===== src/cocl_map.svh =====
// Option loader constants: flash addresses, SFR read addresses, bit positions
// Assumes a 16-bit flash read port and a byte-addressed SFR read port
//
// Function
// - After every system reset, fetch all option words and apply them first.
// - Option SFRs read back only while the init status flag is zero.
// - Erased option words read 0xFFFF, giving every default.
// - Option words one and two read at 0xF922 and 0xF924, byte or word.
// - Word zero bit 7 enables low-speed clock one backup, default on.
// - Word zero bit 0 is master watchdog enable, default run.
// - With master on, bit 2 keeps watchdog running in halt states.
// - With master on, bit 3 keeps watchdog running in deep halt.
// - Two-bit PLL reference select picks 24, 16 or 1 MHz.
// - Wait select 01 is wait, 11 no-wait; 00 and 10 are forbidden.
// - Word two bit 15 zero builds remap reset value, one forces 0x00.
// - Word two bits 14..12 give remap segment bits reset value.
// - Word two bits 11..8 give remap upper address bits reset value.
// - Word zero bit 8 zero enables remap, one disables it.
// - After CPU reset start at 0x0000, or remap register when remap on.
// - After system reset start at 0x0000, or remap reset value when on.
// - With remap on, the preset remap is reapplied at every system reset.
// - Option words sit at 0x3:FFD0, 0x3:FFD2, 0x3:FFD4 for largest memory.
`ifndef COCL_MAP_SVH
`define COCL_MAP_SVH

// Flash word addresses of the option area (largest memory, byte address)
`define COCL_FLASH_OPT0      20'h3FFD0
`define COCL_FLASH_OPT1      20'h3FFD2
`define COCL_FLASH_OPT2      20'h3FFD4
// SFR read addresses
`define COCL_SFR_OPT0        16'hF920
`define COCL_SFR_OPT1        16'hF922
`define COCL_SFR_OPT2        16'hF924
// Blank flash value
`define COCL_ERASED          16'hFFFF
// Word zero fields
`define COCL_B_WDT_MASTER    0
`define COCL_B_WDT_HALT      2
`define COCL_B_WDT_DEEP      3
`define COCL_B_BACKUP        7
`define COCL_B_REMAP_EN      8
// Word one fields
`define COCL_B_PLL_LO        2
`define COCL_B_CPU_LO        0
// Word two fields
`define COCL_B_PRESET_SEL    15
`define COCL_B_SEG_LO        12
`define COCL_B_ADR_LO        8
// Start address when remap is off, and forced remap reset value
`define COCL_START_DEFAULT   8'h00
`define COCL_REMAP_FORCED    8'h00

`endif


===== src/cocl_pkg.sv =====
// Types shared by the option loader
// Assumes cocl_map.svh supplies the numeric constants
package cocl_pkg;
    typedef logic [15:0] cocl_word_t;
    typedef logic [7:0]  cocl_remap_t;
    typedef enum logic [1:0] {
        COCL_PLL_1M  = 2'h0,
        COCL_PLL_16M = 2'h1,
        COCL_PLL_24M = 2'h2
    } cocl_pll_e;
endpackage : cocl_pkg


===== src/cocl_decode.sv =====
// Decoder from the three option words to settings
// Assumes words are stable once the loader reports done
`timescale 1ns/1ps
`default_nettype none
`include "cocl_map.svh"
module cocl_decode
    import cocl_pkg::*;
(
    // Captured option words
    input  wire cocl_word_t  opt0,
    input  wire cocl_word_t  opt2,
    input  wire cocl_word_t  opt1,
    // Decoded settings
    output logic             wdt_run,
    output logic             wdt_halt_run,
    output logic             wdt_deep_run,
    output logic             backup_en,
    output logic             remap_en,
    output cocl_remap_t      remap_reset_val,
    output cocl_pll_e        pll_sel,
    output logic             cpu_wait,
    output logic             cpu_wait_illegal
);
    logic [1:0] pll_code;
    logic [1:0] cpu_code;

    // Watchdog state gates only apply when the master enable is on
    assign wdt_run      = opt0[`COCL_B_WDT_MASTER];
    assign wdt_halt_run = opt0[`COCL_B_WDT_MASTER] & opt0[`COCL_B_WDT_HALT];
    assign wdt_deep_run = opt0[`COCL_B_WDT_MASTER] & opt0[`COCL_B_WDT_DEEP];
    assign backup_en    = opt0[`COCL_B_BACKUP];
    assign remap_en     = ~opt0[`COCL_B_REMAP_EN];

    // Remap reset value: segment in 6..4, upper address in 3..0, bit 7 zero
    assign remap_reset_val = opt2[`COCL_B_PRESET_SEL] ? `COCL_REMAP_FORCED :
        {1'b0, opt2[`COCL_B_SEG_LO +: 3], opt2[`COCL_B_ADR_LO +: 4]};

    // PLL code 11 is the erased default (24 MHz); 10 is 16 MHz, others 1 MHz
    assign pll_code = opt1[`COCL_B_PLL_LO +: 2];
    always_comb begin
        unique case (pll_code)
            2'h3:    pll_sel = COCL_PLL_24M;
            2'h2:    pll_sel = COCL_PLL_16M;
            default: pll_sel = COCL_PLL_1M;
        endcase
    end

    // Forbidden codes fall back to the matching legal mode and are flagged
    assign cpu_code         = opt1[`COCL_B_CPU_LO +: 2];
    assign cpu_wait         = ~cpu_code[1];
    assign cpu_wait_illegal = ~cpu_code[0];
endmodule : cocl_decode
`default_nettype wire


===== src/cocl_loader.sv =====
// Option loader top: reads three option words from flash after system reset,
// decodes them, holds the CPU in reset until done, serves SFR reads
// Assumes a flash read port answering with a one-cycle valid pulse
// All outputs are registered; the settings settle once per system reset
`timescale 1ns/1ps
`default_nettype none
`include "cocl_map.svh"
module cocl_loader
    import cocl_pkg::*;
(
    // Clock and system reset
    input  wire logic        CLK,
    input  wire logic        NRST,
    // CPU reset request (break instruction), one-cycle pulse
    input  wire logic        CPU_RST_REQ,
    // Flash read port
    output logic             FLASH_REQ,
    output logic [19:0]      FLASH_ADDR,
    input  wire logic        FLASH_VALID,
    input  wire cocl_word_t  FLASH_DATA,
    // SFR read port
    input  wire logic        SFR_RD,
    input  wire logic [15:0] SFR_ADDR,
    input  wire logic        SFR_BYTE,
    output logic [15:0]      SFR_RDATA,
    output logic             SFR_HIT,
    // Remap register state kept by the flash controller
    input  wire cocl_remap_t REMAP_ADDR_NOW,
    // Initialisation flag, high while loading
    output logic             INIT_STATUS_FLAG,
    // CPU release and start address
    output logic             CPU_RUN,
    output logic [7:0]       CPU_START,
    // Decoded settings
    output logic             WATCHDOG_MASTER_ENABLE,
    output logic             WATCHDOG_HALT_ENABLE,
    output logic             WATCHDOG_DEEP_HALT_ENABLE,
    output logic             SLOW_CLOCK_BACKUP_ENABLE,
    output logic             REMAP_ENABLE_OPTION,
    output cocl_remap_t      REMAP_RESET_VALUE,
    output cocl_pll_e        PLL_REFERENCE_SELECT,
    output logic             CPU_WAIT_SELECT,
    output logic             CPU_WAIT_ILLEGAL
);
    // Load sequence: one request per word, each waiting for its own answer,
    // so a slow flash can never hand a word to the wrong holding register
    typedef enum logic [2:0] {
        COCL_S_REQ0,
        COCL_S_WAIT0,
        COCL_S_REQ1,
        COCL_S_WAIT1,
        COCL_S_REQ2,
        COCL_S_WAIT2,
        COCL_S_DONE
    } cocl_state_e;

    cocl_state_e state_r;
    // Captured words and break marker
    cocl_word_t  opt0_r;
    cocl_word_t  opt1_r;
    cocl_word_t  opt2_r;
    logic        cpu_rst_r;
    // Decoder outputs, sampled when the load completes; remap_en and remap_reset_val also feed the start address every cycle
    logic        wdt_run;
    logic        wdt_halt_run;
    logic        wdt_deep_run;
    logic        backup_en;
    logic        remap_en;
    cocl_remap_t remap_reset_val;
    cocl_pll_e   pll_sel;
    logic        cpu_wait;
    logic        cpu_wait_illegal;
    // Combinational read mux
    logic [15:0] rd_word;
    logic        rd_hit;

    // Fetch sequencer: restarts from word zero on every system reset
    // A reset in mid-load throws away any words already captured
    always_ff @(posedge CLK or negedge NRST) begin
        if (!NRST) begin
            state_r <= COCL_S_REQ0;
        end else begin
            unique case (state_r)
                COCL_S_REQ0:  state_r <= COCL_S_WAIT0;
                COCL_S_WAIT0: if (FLASH_VALID) state_r <= COCL_S_REQ1;
                COCL_S_REQ1:  state_r <= COCL_S_WAIT1;
                COCL_S_WAIT1: if (FLASH_VALID) state_r <= COCL_S_REQ2;
                COCL_S_REQ2:  state_r <= COCL_S_WAIT2;
                COCL_S_WAIT2: if (FLASH_VALID) state_r <= COCL_S_DONE;
                COCL_S_DONE:  state_r <= COCL_S_DONE;
                default:      state_r <= COCL_S_REQ0;   // Unused code restarts the load
            endcase
        end
    end

    // Flash request pulse and word address, always whole-word reads
    // The address stands from one request to the next while the flash works
    // Bytes are never fetched alone, so a word is always read in one piece
    always_ff @(posedge CLK or negedge NRST) begin
        if (!NRST) begin
            FLASH_REQ  <= 1'b0;
            FLASH_ADDR <= `COCL_FLASH_OPT0;
        end else begin
            FLASH_REQ <= (state_r == COCL_S_REQ0) || (state_r == COCL_S_REQ1) ||
                         (state_r == COCL_S_REQ2);
            unique case (state_r)
                COCL_S_REQ1: FLASH_ADDR <= `COCL_FLASH_OPT1;
                COCL_S_REQ2: FLASH_ADDR <= `COCL_FLASH_OPT2;
                COCL_S_REQ0: FLASH_ADDR <= `COCL_FLASH_OPT0;
                default:     FLASH_ADDR <= FLASH_ADDR;
            endcase
        end
    end

    // Holding registers start erased so defaults apply until overwritten
    // Capture is keyed to the wait state, so an answer outside one is dropped
    always_ff @(posedge CLK or negedge NRST) begin
        if (!NRST) begin
            opt0_r <= `COCL_ERASED;
            opt1_r <= `COCL_ERASED;
            opt2_r <= `COCL_ERASED;
        end else if (FLASH_VALID) begin
            if (state_r == COCL_S_WAIT0) opt0_r <= FLASH_DATA;
            if (state_r == COCL_S_WAIT1) opt1_r <= FLASH_DATA;
            if (state_r == COCL_S_WAIT2) opt2_r <= FLASH_DATA;
        end
    end

    // Pure decode; its outputs register on completion, and remap_en and remap_reset_val drive the start address every cycle
    cocl_decode u_decode (
        .opt0             (opt0_r),
        .opt2             (opt2_r),
        .opt1             (opt1_r),
        .wdt_run          (wdt_run),
        .wdt_halt_run     (wdt_halt_run),
        .wdt_deep_run     (wdt_deep_run),
        .backup_en        (backup_en),
        .remap_en         (remap_en),
        .remap_reset_val  (remap_reset_val),
        .pll_sel          (pll_sel),
        .cpu_wait         (cpu_wait),
        .cpu_wait_illegal (cpu_wait_illegal)
    );

    // Settings register only on completion, so nothing half-loaded leaks out
    // Reset values match an erased part, so a stalled load still looks blank
    always_ff @(posedge CLK or negedge NRST) begin
        if (!NRST) begin
            WATCHDOG_MASTER_ENABLE    <= 1'b1;
            WATCHDOG_HALT_ENABLE      <= 1'b1;
            WATCHDOG_DEEP_HALT_ENABLE <= 1'b1;
            SLOW_CLOCK_BACKUP_ENABLE  <= 1'b1;
            REMAP_ENABLE_OPTION       <= 1'b0;
            REMAP_RESET_VALUE         <= `COCL_REMAP_FORCED;
            PLL_REFERENCE_SELECT      <= COCL_PLL_24M;
            CPU_WAIT_SELECT           <= 1'b0;
            CPU_WAIT_ILLEGAL          <= 1'b0;
            INIT_STATUS_FLAG          <= 1'b1;
            CPU_RUN                   <= 1'b0;
        end else if (state_r == COCL_S_DONE && !CPU_RUN) begin
            WATCHDOG_MASTER_ENABLE    <= wdt_run;
            WATCHDOG_HALT_ENABLE      <= wdt_halt_run;
            WATCHDOG_DEEP_HALT_ENABLE <= wdt_deep_run;
            SLOW_CLOCK_BACKUP_ENABLE  <= backup_en;
            REMAP_ENABLE_OPTION       <= remap_en;
            REMAP_RESET_VALUE         <= remap_reset_val;
            PLL_REFERENCE_SELECT      <= pll_sel;
            CPU_WAIT_SELECT           <= cpu_wait;
            CPU_WAIT_ILLEGAL          <= cpu_wait_illegal;
            INIT_STATUS_FLAG          <= 1'b0;
            CPU_RUN                   <= 1'b1;
        end
    end

    // Remember a CPU reset so the next start address uses the live register
    // The request comes from logic on this clock, so it needs no synchroniser
    always_ff @(posedge CLK or negedge NRST) begin
        if (!NRST) begin
            cpu_rst_r <= 1'b0;
        end else if (CPU_RST_REQ) begin
            cpu_rst_r <= 1'b1;
        end
    end

    // Start address: system reset uses preset, CPU reset uses current register
    // Limitation: the break marker stays set until the next system reset, so
    // every later start after a break follows the live remap register
    always_ff @(posedge CLK or negedge NRST) begin
        if (!NRST) begin
            CPU_START <= `COCL_START_DEFAULT;
        end else if (!remap_en) begin
            CPU_START <= `COCL_START_DEFAULT;
        end else if (cpu_rst_r || CPU_RST_REQ) begin
            CPU_START <= REMAP_ADDR_NOW;
        end else begin
            CPU_START <= remap_reset_val;
        end
    end

    // SFR decode; high byte alone reads at odd address, low bits on the bus
    // Word zero also answers at its own address, which costs one more mux leg
    always_comb begin
        rd_word = 16'h0000;
        rd_hit  = 1'b1;
        unique case ({SFR_ADDR[15:1], 1'b0})
            `COCL_SFR_OPT0: rd_word = opt0_r;
            `COCL_SFR_OPT1: rd_word = opt1_r;
            `COCL_SFR_OPT2: rd_word = opt2_r;
            default:        rd_hit  = 1'b0;
        endcase
        if (SFR_BYTE) begin
            rd_word = SFR_ADDR[0] ? {8'h00, rd_word[15:8]} : {8'h00, rd_word[7:0]};
        end else if (SFR_ADDR[0]) begin
            rd_hit  = 1'b0;   // Word access must be even
            rd_word = 16'h0000;
        end
    end

    // Read data registered; zero while the init flag is set
    // Reading while loading returns zero rather than a half-loaded word;
    // the hit flag still reports the decode so software can tell the two apart
    always_ff @(posedge CLK or negedge NRST) begin
        if (!NRST) begin
            SFR_RDATA <= 16'h0000;
            SFR_HIT   <= 1'b0;
        end else begin
            SFR_HIT   <= SFR_RD && rd_hit;
            if (SFR_RD && rd_hit && !INIT_STATUS_FLAG) begin
                SFR_RDATA <= rd_word;
            end else begin
                SFR_RDATA <= 16'h0000;
            end
        end
    end
endmodule : cocl_loader
`default_nettype wire


===== config.mk =====
export PLATFORM = sky130hd
export DESIGN_NAME = cocl_loader
export DESIGN_NICKNAME = d
export VERILOG_FILES = /design/src/cocl_pkg.sv /design/src/cocl_decode.sv /design/src/cocl_loader.sv
export VERILOG_INCLUDE_DIRS = /design/src
export SDC_FILE = /design/constraint.sdc
export NUM_CORES = 1
export LEC_CHECK = 0
export BUFFER_PORTS_ARGS = -buffer_cell sky130_fd_sc_hd__buf_2
export CORE_ASPECT_RATIO = 1.2
export CORE_MARGIN = 3
export CORE_UTILIZATION = 48
export CTS_CLUSTER_SIZE = 25
export DETAILED_ROUTE_END_ITERATION = 10
export GPL_TIMING_DRIVEN = 0
export PLACE_DENSITY = 0.88
export SYNTH_ARGS = -nofsm -noshare
export SYNTH_HDL_FRONTEND = slang
export SYNTH_HIERARCHICAL = 1
export SYNTH_SLANG_ARGS = --single-unit

===== constraint.sdc =====
create_clock -name CLK -period 1.5 [get_ports CLK]
set_input_delay 0.3 -clock CLK [delete_from_list [all_inputs] [get_ports CLK]]
set_output_delay 0.3 -clock CLK [all_outputs]
set_load 0.01 [all_outputs]

==> results_dict.tcl, run 1 <==
set metrics [dict create \
    synthArstFlopShare_pct 100 \
    min_from "REMAP_ADDR_NOW[7]" \
    drive_gt1_share_pct 57.9 \
    synth.cell_area_sq_um 4440 \
    synthXorXnorAreaFrac_pct 0 \
    min_to "CPU_START[7]" \
    place_area_sq_um 5140 \
    drt-total-wl_um 9910 \
    r2r_setup_slack_ps -5 \
    power.internal_mw 6.71 \
    yosys_warnings 6 \
    grt_pass1_vias 3186 \
    grt_pass1_wl_um 15600 \
    core_sq_um 8800 \
    total_power_mw 9.56 \
    worst_path_largest_cell_delay_ps 440 \
    violations "negative setup slack" \
    slew_headroom_pct 64.1 \
    worstHoldPathType "in2reg" \
    synth-simple-area-share_pct 9.78 \
    cp_top_family "flip-flops" \
    hold_violations 0 \
    worstPathArrival_ps 1810 \
    area_growth_pct 24.9 \
    clk_pin_slew_ps 90 \
    drt_iter0_markers 152 \
    clockBufferDepth 2 \
    worstSetupEndpointType "flip-flop" \
    cts-root-buf "clkbuf_8" \
    h-tree-depth 3 \
    dieArea_sq_um 10400 \
    antenna_found_initial 0 \
    power_leakage_nw 2.67 \
    io_buffers 90 \
    clk_latency_ps 360 \
    start_util_pct 50.5 \
    synth_adder_area_share_pct 1.13 \
    max_cap_violations 0 \
    grt_usage_pct 19.4 \
    path_class "reg2reg" \
    pwr-share-seq_pct 50.1 \
    synth_top_family_by_area "multiplexers" \
    num_vias 3009 \
    r2r-start "state_r[0]" \
    die_w_um 93.8 \
    yosys-mux-area-fraction_pct 20.3 \
    synthFlopType "dfstp_2" \
    place_congestion 0.751 \
    comb_power_share_pct 31.3 \
    period_needed_ps 1510 \
    synth_top_cell_area_share_pct 32.0 \
    io_pins 111 \
    place_hpwl_um 7060 \
    avgRoutedWirePerCell_um 16.5 \
    hold_path_depth 3 \
    setup_viol 3 \
    yosysSeqAreaShare_pct 57.3 \
    nFillCells 728 \
    design_area_sq_um 5550 \
    cts.sinks 99 \
    status "finished with violations" \
    diodes 0 \
    ir_worst_vdd_uv 867 \
    grt_setup_unrepaired "yes" \
    syn_inst 354 \
    grt_max_degree 69 \
    fmax_ghz 0.664 \
    ys_ff_latch 99 \
    start_kind "flip-flop" \
    avgSynthCellArea_sq_um 12.5 \
    nNetsFinal 530 \
    r2r-end "opt1_r[11]" \
    yosys-top-cells-area "dfstp_2 (32%), dfrtp_1 (25%), mux2_2 (17%), mux2i_1 (3.6%), buf_4 (3.6%)" \
    powerDensity_nw_per_um2 1720 \
    die-height_um 111 \
    crit_fanout 5 \
    synth.most_common_cell "mux2_2" \
    slowest_stage "dfrtp_2" \
    skew_ps 10.1 \
    drtPass1Iterations 4 \
    slew_viol_final 0 \
    synth_compound_area_share_pct 5.50 \
    tightest_slew_ps 539 \
    rows 37 \
    sw_frac_of_total_pct 29.8 \
    synth_edf_count 0 \
    route.detailed.drc 0 \
    cp_num_buf_inv 1 \
    path_cells "ha_1 -> nor2b_4 -> nand2_4 -> clkbuf_16 -> mux2_2" \
    synth_commonest_cells "mux2_2 (66), dfstp_2 (54), dfrtp_1 (45)" \
    cts_tree "yes" \
    yosysTopAreaCell "dfstp_2" \
    p_switching_mw 2.85 \
    overflow 0 \
    rr_worst_depth 5 \
    p_clk_share_pct 18.6 \
    ys_types 37 \
    tns_ps -8.69 \
    drt-vias-per-instance 5.00 \
    hold_ws_ps 173 \
    ant_nets 0 \
    worst_slack_ps -5.34 \
    numCtsBuffers 9 \
    period_share_pct 100 \
    cp.required_ps 1800 \
]
logic make-up (layout without fill, tap and decap cells):
group,count (synthesis),in the layout
DFF,99,99
and+or+nand+nor,85,85
muxes,82,82
buffers and inverters,41,156
AOI/OAI and AO/OA,40,40
adders and majority gates,4,4
other,3,19
sequential cells by signal (all words and copies together) (netlist names), 2 cells and up:
name and count:
SFR_RDATA 16, opt0_r 16, opt1_r 16, opt2_r 16, CPU_START 8, REMAP_RESET_VALUE 8
state_r 3, FLASH_ADDR 2, PLL_REFERENCE_SELECT 2
tightest hold or removal path, cell delays in order:
cell and delay, ps:
buf_2 100, nand2_1 40, a21boi_0 70
timing repair:
item / CTS / global route
hold endpoints to repair: 10 / 0
pin swaps: 1 / 1
gates resized for setup: 15 / 12
gates cloned: 1 / 1
hold buffers: 1 / 0
setup endpoints to repair: 64 / 83
setup buffers: 7 / 2
power by group through the flow:
stage / clock network [mW] / registers [mW] / logic, mW
6_report: 1.78 / 4.79 / 2.99
4_1_cts: 1.82 / 4.76 / 2.87
2_1_floorplan: 0 / 4.76 / 1.81
3_5_place_dp: 0 / 4.79 / 2.73
5_1_grt: 1.94 / 4.90 / 3.28
3_3_place_gp: 0 / 4.70 / 2.59
routing by layer:
metal	part of all wire [%]	vias up	GRT usage (%)	wire length (um)
met5	0	-	0	0
met4	2.3	0	8.09	232
met3	5.9	15	4.59	586
met2	52	95	34.0	5180
met1	39	1476	22.4	3910
li1	-	1423	-	-
cell type report:
class	count	area [sq um]	share of cell area, %
Multi-Input combinational cell	230	1780	32.1
Clock inverter	5	57.6	1.04
Inverter	7	26.3	0.474
Buffer	30	224	4.04
Timing Repair Buffer	103	613	11.1
Sequential cell	99	2550	45.9
Tap cell	117	146	2.64
Clock buffer	11	153	2.75
metrics by stage:
stage	setup slack, ps	utilization (%)	cells
after global placement	-702	58.2	577
final	-5.34	63.1	602
after CTS	4.18	62.3	601
after floorplan	-60.2	-	370
after detailed placement	-394	58.5	578
after global routing	-48.4	63.1	602
how the worst max path moves through the flow:
stage	start	slack, ps	to	cells after the start
final	state_r[0]	-5	opt1_r[11]	5
after CTS	INIT_STATUS_FLAG	4	SFR_RDATA[9]	4
after global placement	NRST	-700	cpu_rst_r	1
after global routing	state_r[0]	-50	opt1_r[11]	5
after detailed placement	state_r[0]	-390	REMAP_RESET_VALUE[1]	5
after floorplan	state_r[0]	-60	PLL_REFERENCE_SELECT[0]	5
layout by cell type, fill, tap and decap left out, types with 2 or more instances in the layout:
| cell type | instances |
|---|---|
| nor2_2 | 2 |
| inv_2 | 3 |
| or4_1 | 2 |
| a21o_1 | 2 |
| nand2_1 | 19 |
| or3_1 | 2 |
| mux2i_1 | 16 |
| nand3_4 | 2 |
| ha_1 | 2 |
| and2_1 | 11 |
| a21boi_0 | 8 |
| nor2_1 | 25 |
| dfstp_2 | 54 |
| o21ai_1 | 3 |
| mux2_2 | 65 |
| clkinv_2 | 2 |
| nor2b_1 | 9 |
| ha_4 | 2 |
| and4bb_1 | 2 |
| buf_6 | 8 |
| inv_1 | 4 |
| conb_1 | 19 |
| o21ai_0 | 7 |
| dfrtp_1 | 44 |
| buf_2 | 94 |
| o22ai_1 | 8 |
| clkbuf_16 | 2 |
| clkbuf_8 | 9 |
| and3_1 | 2 |
| buf_4 | 26 |
| a21oi_1 | 9 |
Note: power is estimated with default switching activity, not from simulation.
==> run 2: changes to the inputs <==
--- a/config.mk
+++ b/config.mk
@@ -9,11 +9,13 @@
 export BUFFER_PORTS_ARGS = -buffer_cell sky130_fd_sc_hd__buf_2
 export CORE_ASPECT_RATIO = 1.2
 export CORE_MARGIN = 3
-export CORE_UTILIZATION = 48
+export CORE_UTILIZATION = 45
 export CTS_CLUSTER_SIZE = 25
 export DETAILED_ROUTE_END_ITERATION = 10
+export GPL_ROUTABILITY_DRIVEN = 0
 export GPL_TIMING_DRIVEN = 0
-export PLACE_DENSITY = 0.88
+export PLACE_DENSITY = 0.84
+export SETUP_SLACK_MARGIN = 0.5
 export SYNTH_ARGS = -nofsm -noshare
 export SYNTH_HDL_FRONTEND = slang
 export SYNTH_HIERARCHICAL = 1
==> run 2 against run 1 <==
The run ends with negative hold slack left. Power is 21% higher. First-iteration DRC count is 5.9% higher. Die area is 6.3% higher. Clock power is 57% higher. Non-clock buffer count is 28 higher. Critical endpoint unchanged. Highest routed layer unchanged.
==> results_dict.tcl, run 2 (synthesized netlist as in run 1, its figures left out) <==
set metrics [dict create \
    crit_fanout 5 \
    io_buffers 90 \
    cp.required_ps 1770 \
    place_area_sq_um 5250 \
    slew_viol_final 0 \
    num_vias 3295 \
    final_cell_mix "buf_2 (80), dfstp_2 (54), mux2_2 (46)" \
    route.detailed.drc 0 \
    worstHoldPathType "in2async" \
    drt-total-wl_um 12000 \
    clockBufferDepth 2 \
    worst_path_largest_cell_delay_ps 430 \
    drt_iter0_markers 161 \
    grt_setup_unrepaired "yes" \
    place_hpwl_um 7060 \
    use_met2_pct 33.2 \
    cts.sinks 99 \
    drtPass1Iterations 4 \
    worstPathArrival_ps 1750 \
    hold_ws_ps -104 \
    grt_usage_pct 18.9 \
    die_w_um 96.7 \
    nNetsFinal 559 \
    period_share_pct 98.5 \
    period_needed_ps 1480 \
    dieArea_sq_um 11100 \
    busiest_layer "met2" \
    drive_gt1_share_pct 69.5 \
    violations "negative hold slack" \
    drt-vias-per-instance 5.17 \
    total_power_mw 11.6 \
    max_cap_violations 0 \
    layout_commonest_cell "buf_2" \
    grt_pass1_wl_um 16400 \
    hold_violations 21 \
    io_pins 111 \
    grtUsageMet3_pct 5.52 \
    grt_max_degree 66 \
    design_area_sq_um 6480 \
    path_cells "ha_2 -> nor2b_4 -> nand2_4 -> clkbuf_16 -> mux2_4" \
    fmax_ghz 0.677 \
    ant_nets 0 \
    overflow 0 \
    status "finished with violations" \
    die-height_um 115 \
    numCtsBuffers 9 \
    clk_pin_slew_ps 70 \
    slowest_stage "dfrtp_1" \
    cts-root-buf "clkbuf_16" \
    h-tree-depth 3 \
    ir_worst_vdd_uv 789 \
    powerDensity_nw_per_um2 1790 \
    rows 39 \
    skew_ps 11.7 \
    antenna_found_initial 0 \
    cts_tree "yes" \
    clk_latency_ps 340 \
    area_growth_pct 45.9 \
    start_util_pct 46.4 \
    start_kind "flip-flop" \
    setup_viol 0 \
    grt_pass1_vias 3221 \
    core_sq_um 9560 \
    tns_ps 0 \
    worstSetupEndpointType "flip-flop" \
    grt.met1_usage_pct 21.4 \
    path_class "reg2reg" \
    avgRoutedWirePerCell_um 18.8 \
    power_leakage_nw 3.10 \
    diodes 0 \
]
## run 2: metal layers
layer,vias up,part of all wire [%]
met5,-,0
met4,0,3.5
met3,30,5.1
met2,104,53
met1,1681,38
li1,1480,-
## run 2: power breakdown
group | internal [mW] | switching [mW] | leakage [nW]
Combinational | 2.27 | 1.68 | 1.77
Clock | 1.78 | 1.02 | 0.181
Sequential | 4.18 | 0.681 | 1.15
## run 2: worst paths after layout
check | startpoint | end | slack [ps] | cells past startpoint
max in group asynchronous | NRST | opt1_r[4] | 880 | 2
worst max-delay path | state_r[1] | opt1_r[11] | 20 | 5
worst min register to register | CPU_RUN | CPU_RUN | 490 | 1
worst max register to register | state_r[1] | opt1_r[11] | 20 | 5
min in group CLK | REMAP_ADDR_NOW[4] | CPU_START[4] | 180 | 3
worst min-delay path | NRST | CPU_START[1] | -100 | 1
## run 2: worst max-delay path, delay by kind of cell, from the launching register on
kind	cells	cell delay (ps)
fa+ha+maj	1	200
flops	1	430
mux	1	300
simple gates	2	290
buf+inv	1	180
## run 2: timing repair
action                                  in CTS  in global routing
endpoints found under the hold margin       21                 21
pin swaps                                   10                 12
cloned                                       1                  2
resized for setup                           70                 75
buffers inserted                            19                 15
endpoints found under the setup margin     143                144
## run 2: layout make-up
cell class                      instances  area [sq um]
Fill cell                             634          3090
Clock inverter                          5           104
Sequential cell                        99          2550
Multi-Input combinational cell        230          2150
Timing Repair inverter                  1          6.26
Clock buffer                           11           264
Timing Repair Buffer                  127           892
Inverter                                7          31.3
Tap cell                              123           154
Buffer                                 34           329
## run 2: through the flow
stage | instances | utilization (%) | setup WS (ps)
after global placement | 583 | 54.5 | -733
after detailed placement | 584 | 54.8 | -441
after global routing | 637 | 67.7 | -17.1
after CTS | 620 | 63.4 | 18.7
final | 637 | 67.7 | 22.5
after floorplan | 370 | - | -60.2
==> run 3: changes to the inputs <==
--- a/config.mk
+++ b/config.mk
@@ -8,7 +8,6 @@
 export LEC_CHECK = 0
 export BUFFER_PORTS_ARGS = -buffer_cell sky130_fd_sc_hd__buf_2
 export CORE_ASPECT_RATIO = 1.2
-export CORE_MARGIN = 3
 export CORE_UTILIZATION = 45
 export CTS_CLUSTER_SIZE = 25
 export DETAILED_ROUTE_END_ITERATION = 10
==> run 3 against run 2 <==
The run now ends clean. Clock power is 22% lower. Sequential power up 3%. Power increased by 3.1%. Register-to-register slack barely moved. Utilization is 2.6 points higher. Maximum frequency is 0.52% lower. Cell area up 3.9%. Cell count is 1.3% higher. Setup slack worse by 7.7 ps. Critical path depth increased by 1. Clock skew fell by 3.2 ps.
==> results_dict.tcl, run 3 (synthesized netlist as in run 1, its figures left out) <==
set metrics [dict create \
    slew_viol_final 0 \
    hold_violations 0 \
    drtPass1Iterations 4 \
    nFillCells 604 \
    clk_pin_slew_ps 70 \
    grt_pass1_vias 3667 \
    comb_power_share_pct 39.8 \
    io_buffers 90 \
    worstPathArrival_ps 1720 \
    path_class "reg2reg" \
    cts.sinks 99 \
    sw_frac_of_total_pct 30.8 \
    fin_util_pct 70.4 \
    cp.required_ps 1730 \
    cp_num_buf_inv 3 \
    path_cells "inv_2 -> ha_4 -> nand3b_1 -> buf_6 -> buf_8 -> mux2_4" \
    ant_nets 0 \
    cts_tree "yes" \
    multi_input_area_sq_um 2330 \
    cp_top_family "flip-flops" \
    fmax_ghz 0.673 \
    num_vias 3467 \
    worstSetupEndpointType "flip-flop" \
    place_hpwl_um 6900 \
    power.internal_mw 8.29 \
    grt_max_degree 77 \
    drt_iter0_markers 202 \
    die_w_um 92.7 \
    route.detailed.drc 0 \
    power_leakage_nw 3.30 \
    layout_commonest_cell "buf_2" \
    tns_ps 0 \
    clk_latency_ps 350 \
    start_util_pct 46.4 \
    total_power_mw 12.0 \
    pwr-share-seq_pct 41.9 \
    tightest_slew_ps 542 \
    skew_ps 8.51 \
    overflow 0 \
    rows 39 \
    p_clk_share_pct 18.3 \
    antenna_found_initial 1 \
    die-height_um 111 \
    grt_pass1_wl_um 19600 \
    worstHoldPathType "in2async" \
    slowest_stage "dfrtp_2" \
    area_growth_pct 51.6 \
    period_share_pct 99.0 \
    max_cap_violations 0 \
    worst_slack_ps 14.9 \
    period_needed_ps 1490 \
    p_switching_mw 3.68 \
    numCtsBuffers 9 \
    setup_viol 0 \
    slew_headroom_pct 63.9 \
    place_area_sq_um 5250 \
    place_ws_ps -466 \
    grt_setup_unrepaired "yes" \
    seq_area_sq_um 2550 \
    status "finished, final reports clean" \
    crit_fanout 5 \
    ir_worst_vdd_uv 709 \
    drt-total-wl_um 13300 \
    start_kind "flip-flop" \
    design_area_sq_um 6730 \
    cts-root-buf "clkbuf_16" \
    drt-vias-per-instance 5.38 \
    dieArea_sq_um 10300 \
    h-tree-depth 3 \
    final_cell_mix "buf_2 (75), mux2_4 (57), dfstp_2 (54)" \
    worst_path_largest_cell_delay_ps 440 \
    powerDensity_nw_per_um2 1780 \
    core_sq_um 9560 \
    clockBufferDepth 2 \
    io_pins 111 \
    grt_usage_pct 25.2 \
    avgRoutedWirePerCell_um 20.6 \
    drive_gt1_share_pct 71.4 \
    nNetsFinal 566 \
]
[run 3: final timing paths]
path	start	slack [ps]	depth (start not counted)	endpoint
max reg2reg	state_r[0]	10	6	REMAP_RESET_VALUE[5]
min reg2reg	REMAP_RESET_VALUE[7]	510	1	REMAP_RESET_VALUE[7]
max	state_r[0]	10	6	REMAP_RESET_VALUE[5]
min	NRST	50	1	opt0_r[1]
min in group CLK	REMAP_ADDR_NOW[5]	200	3	CPU_START[5]
max in group asynchronous	NRST	830	2	state_r[2]
[run 3: metrics by stage]
step,hold WS [ps],cells
2_1_floorplan,4.41,370
4_1_cts,59.7,632
5_1_grt,92.2,645
3_3_place_gp,449,583
3_5_place_dp,226,584
6_report,54.8,645
[run 3: area by class of cell]
cell class / count / share of cell area (%)
plain buffers: 34 / 4.93
flip-flops and latches: 99 / 37.9
well taps: 123 / 2.29
clock buffers: 13 / 3.87
inverters: 7 / 0.483
repair buffers: 135 / 15.7
diodes: 1 / 0.0372
clock inverters: 3 / 0.223
multi-input cells: 230 / 34.6
[run 3: timing repair]
action	4_1_cts	5_1_grt
hold buffers	1	0
pin swaps	12	10
buffers inserted	27	12
endpoints found under the setup margin	143	154
hold endpoints to repair	9	0
cloned	4	0
resized for setup	144	65
[run 3: power groups by stage]
stage                     logic, mW  clock network (mW)  registers (mW)
after CTS                      4.18                2.17            4.83
final                          4.77                2.18            5.02
after global routing           5.05                2.31            5.10
after global placement         2.68                   0            4.71
after floorplan                1.91                   0            4.77
after detailed placement       2.83                   0            4.81
[run 3: metal layers]
metal	vias up	global-route usage, %	share of wire [%]
met4	0	12.7	4.4
met1	1764	30.6	40
met5	-	0	0
li1	1496	-	-
met3	43	4.60	5.4
met2	164	42.6	51
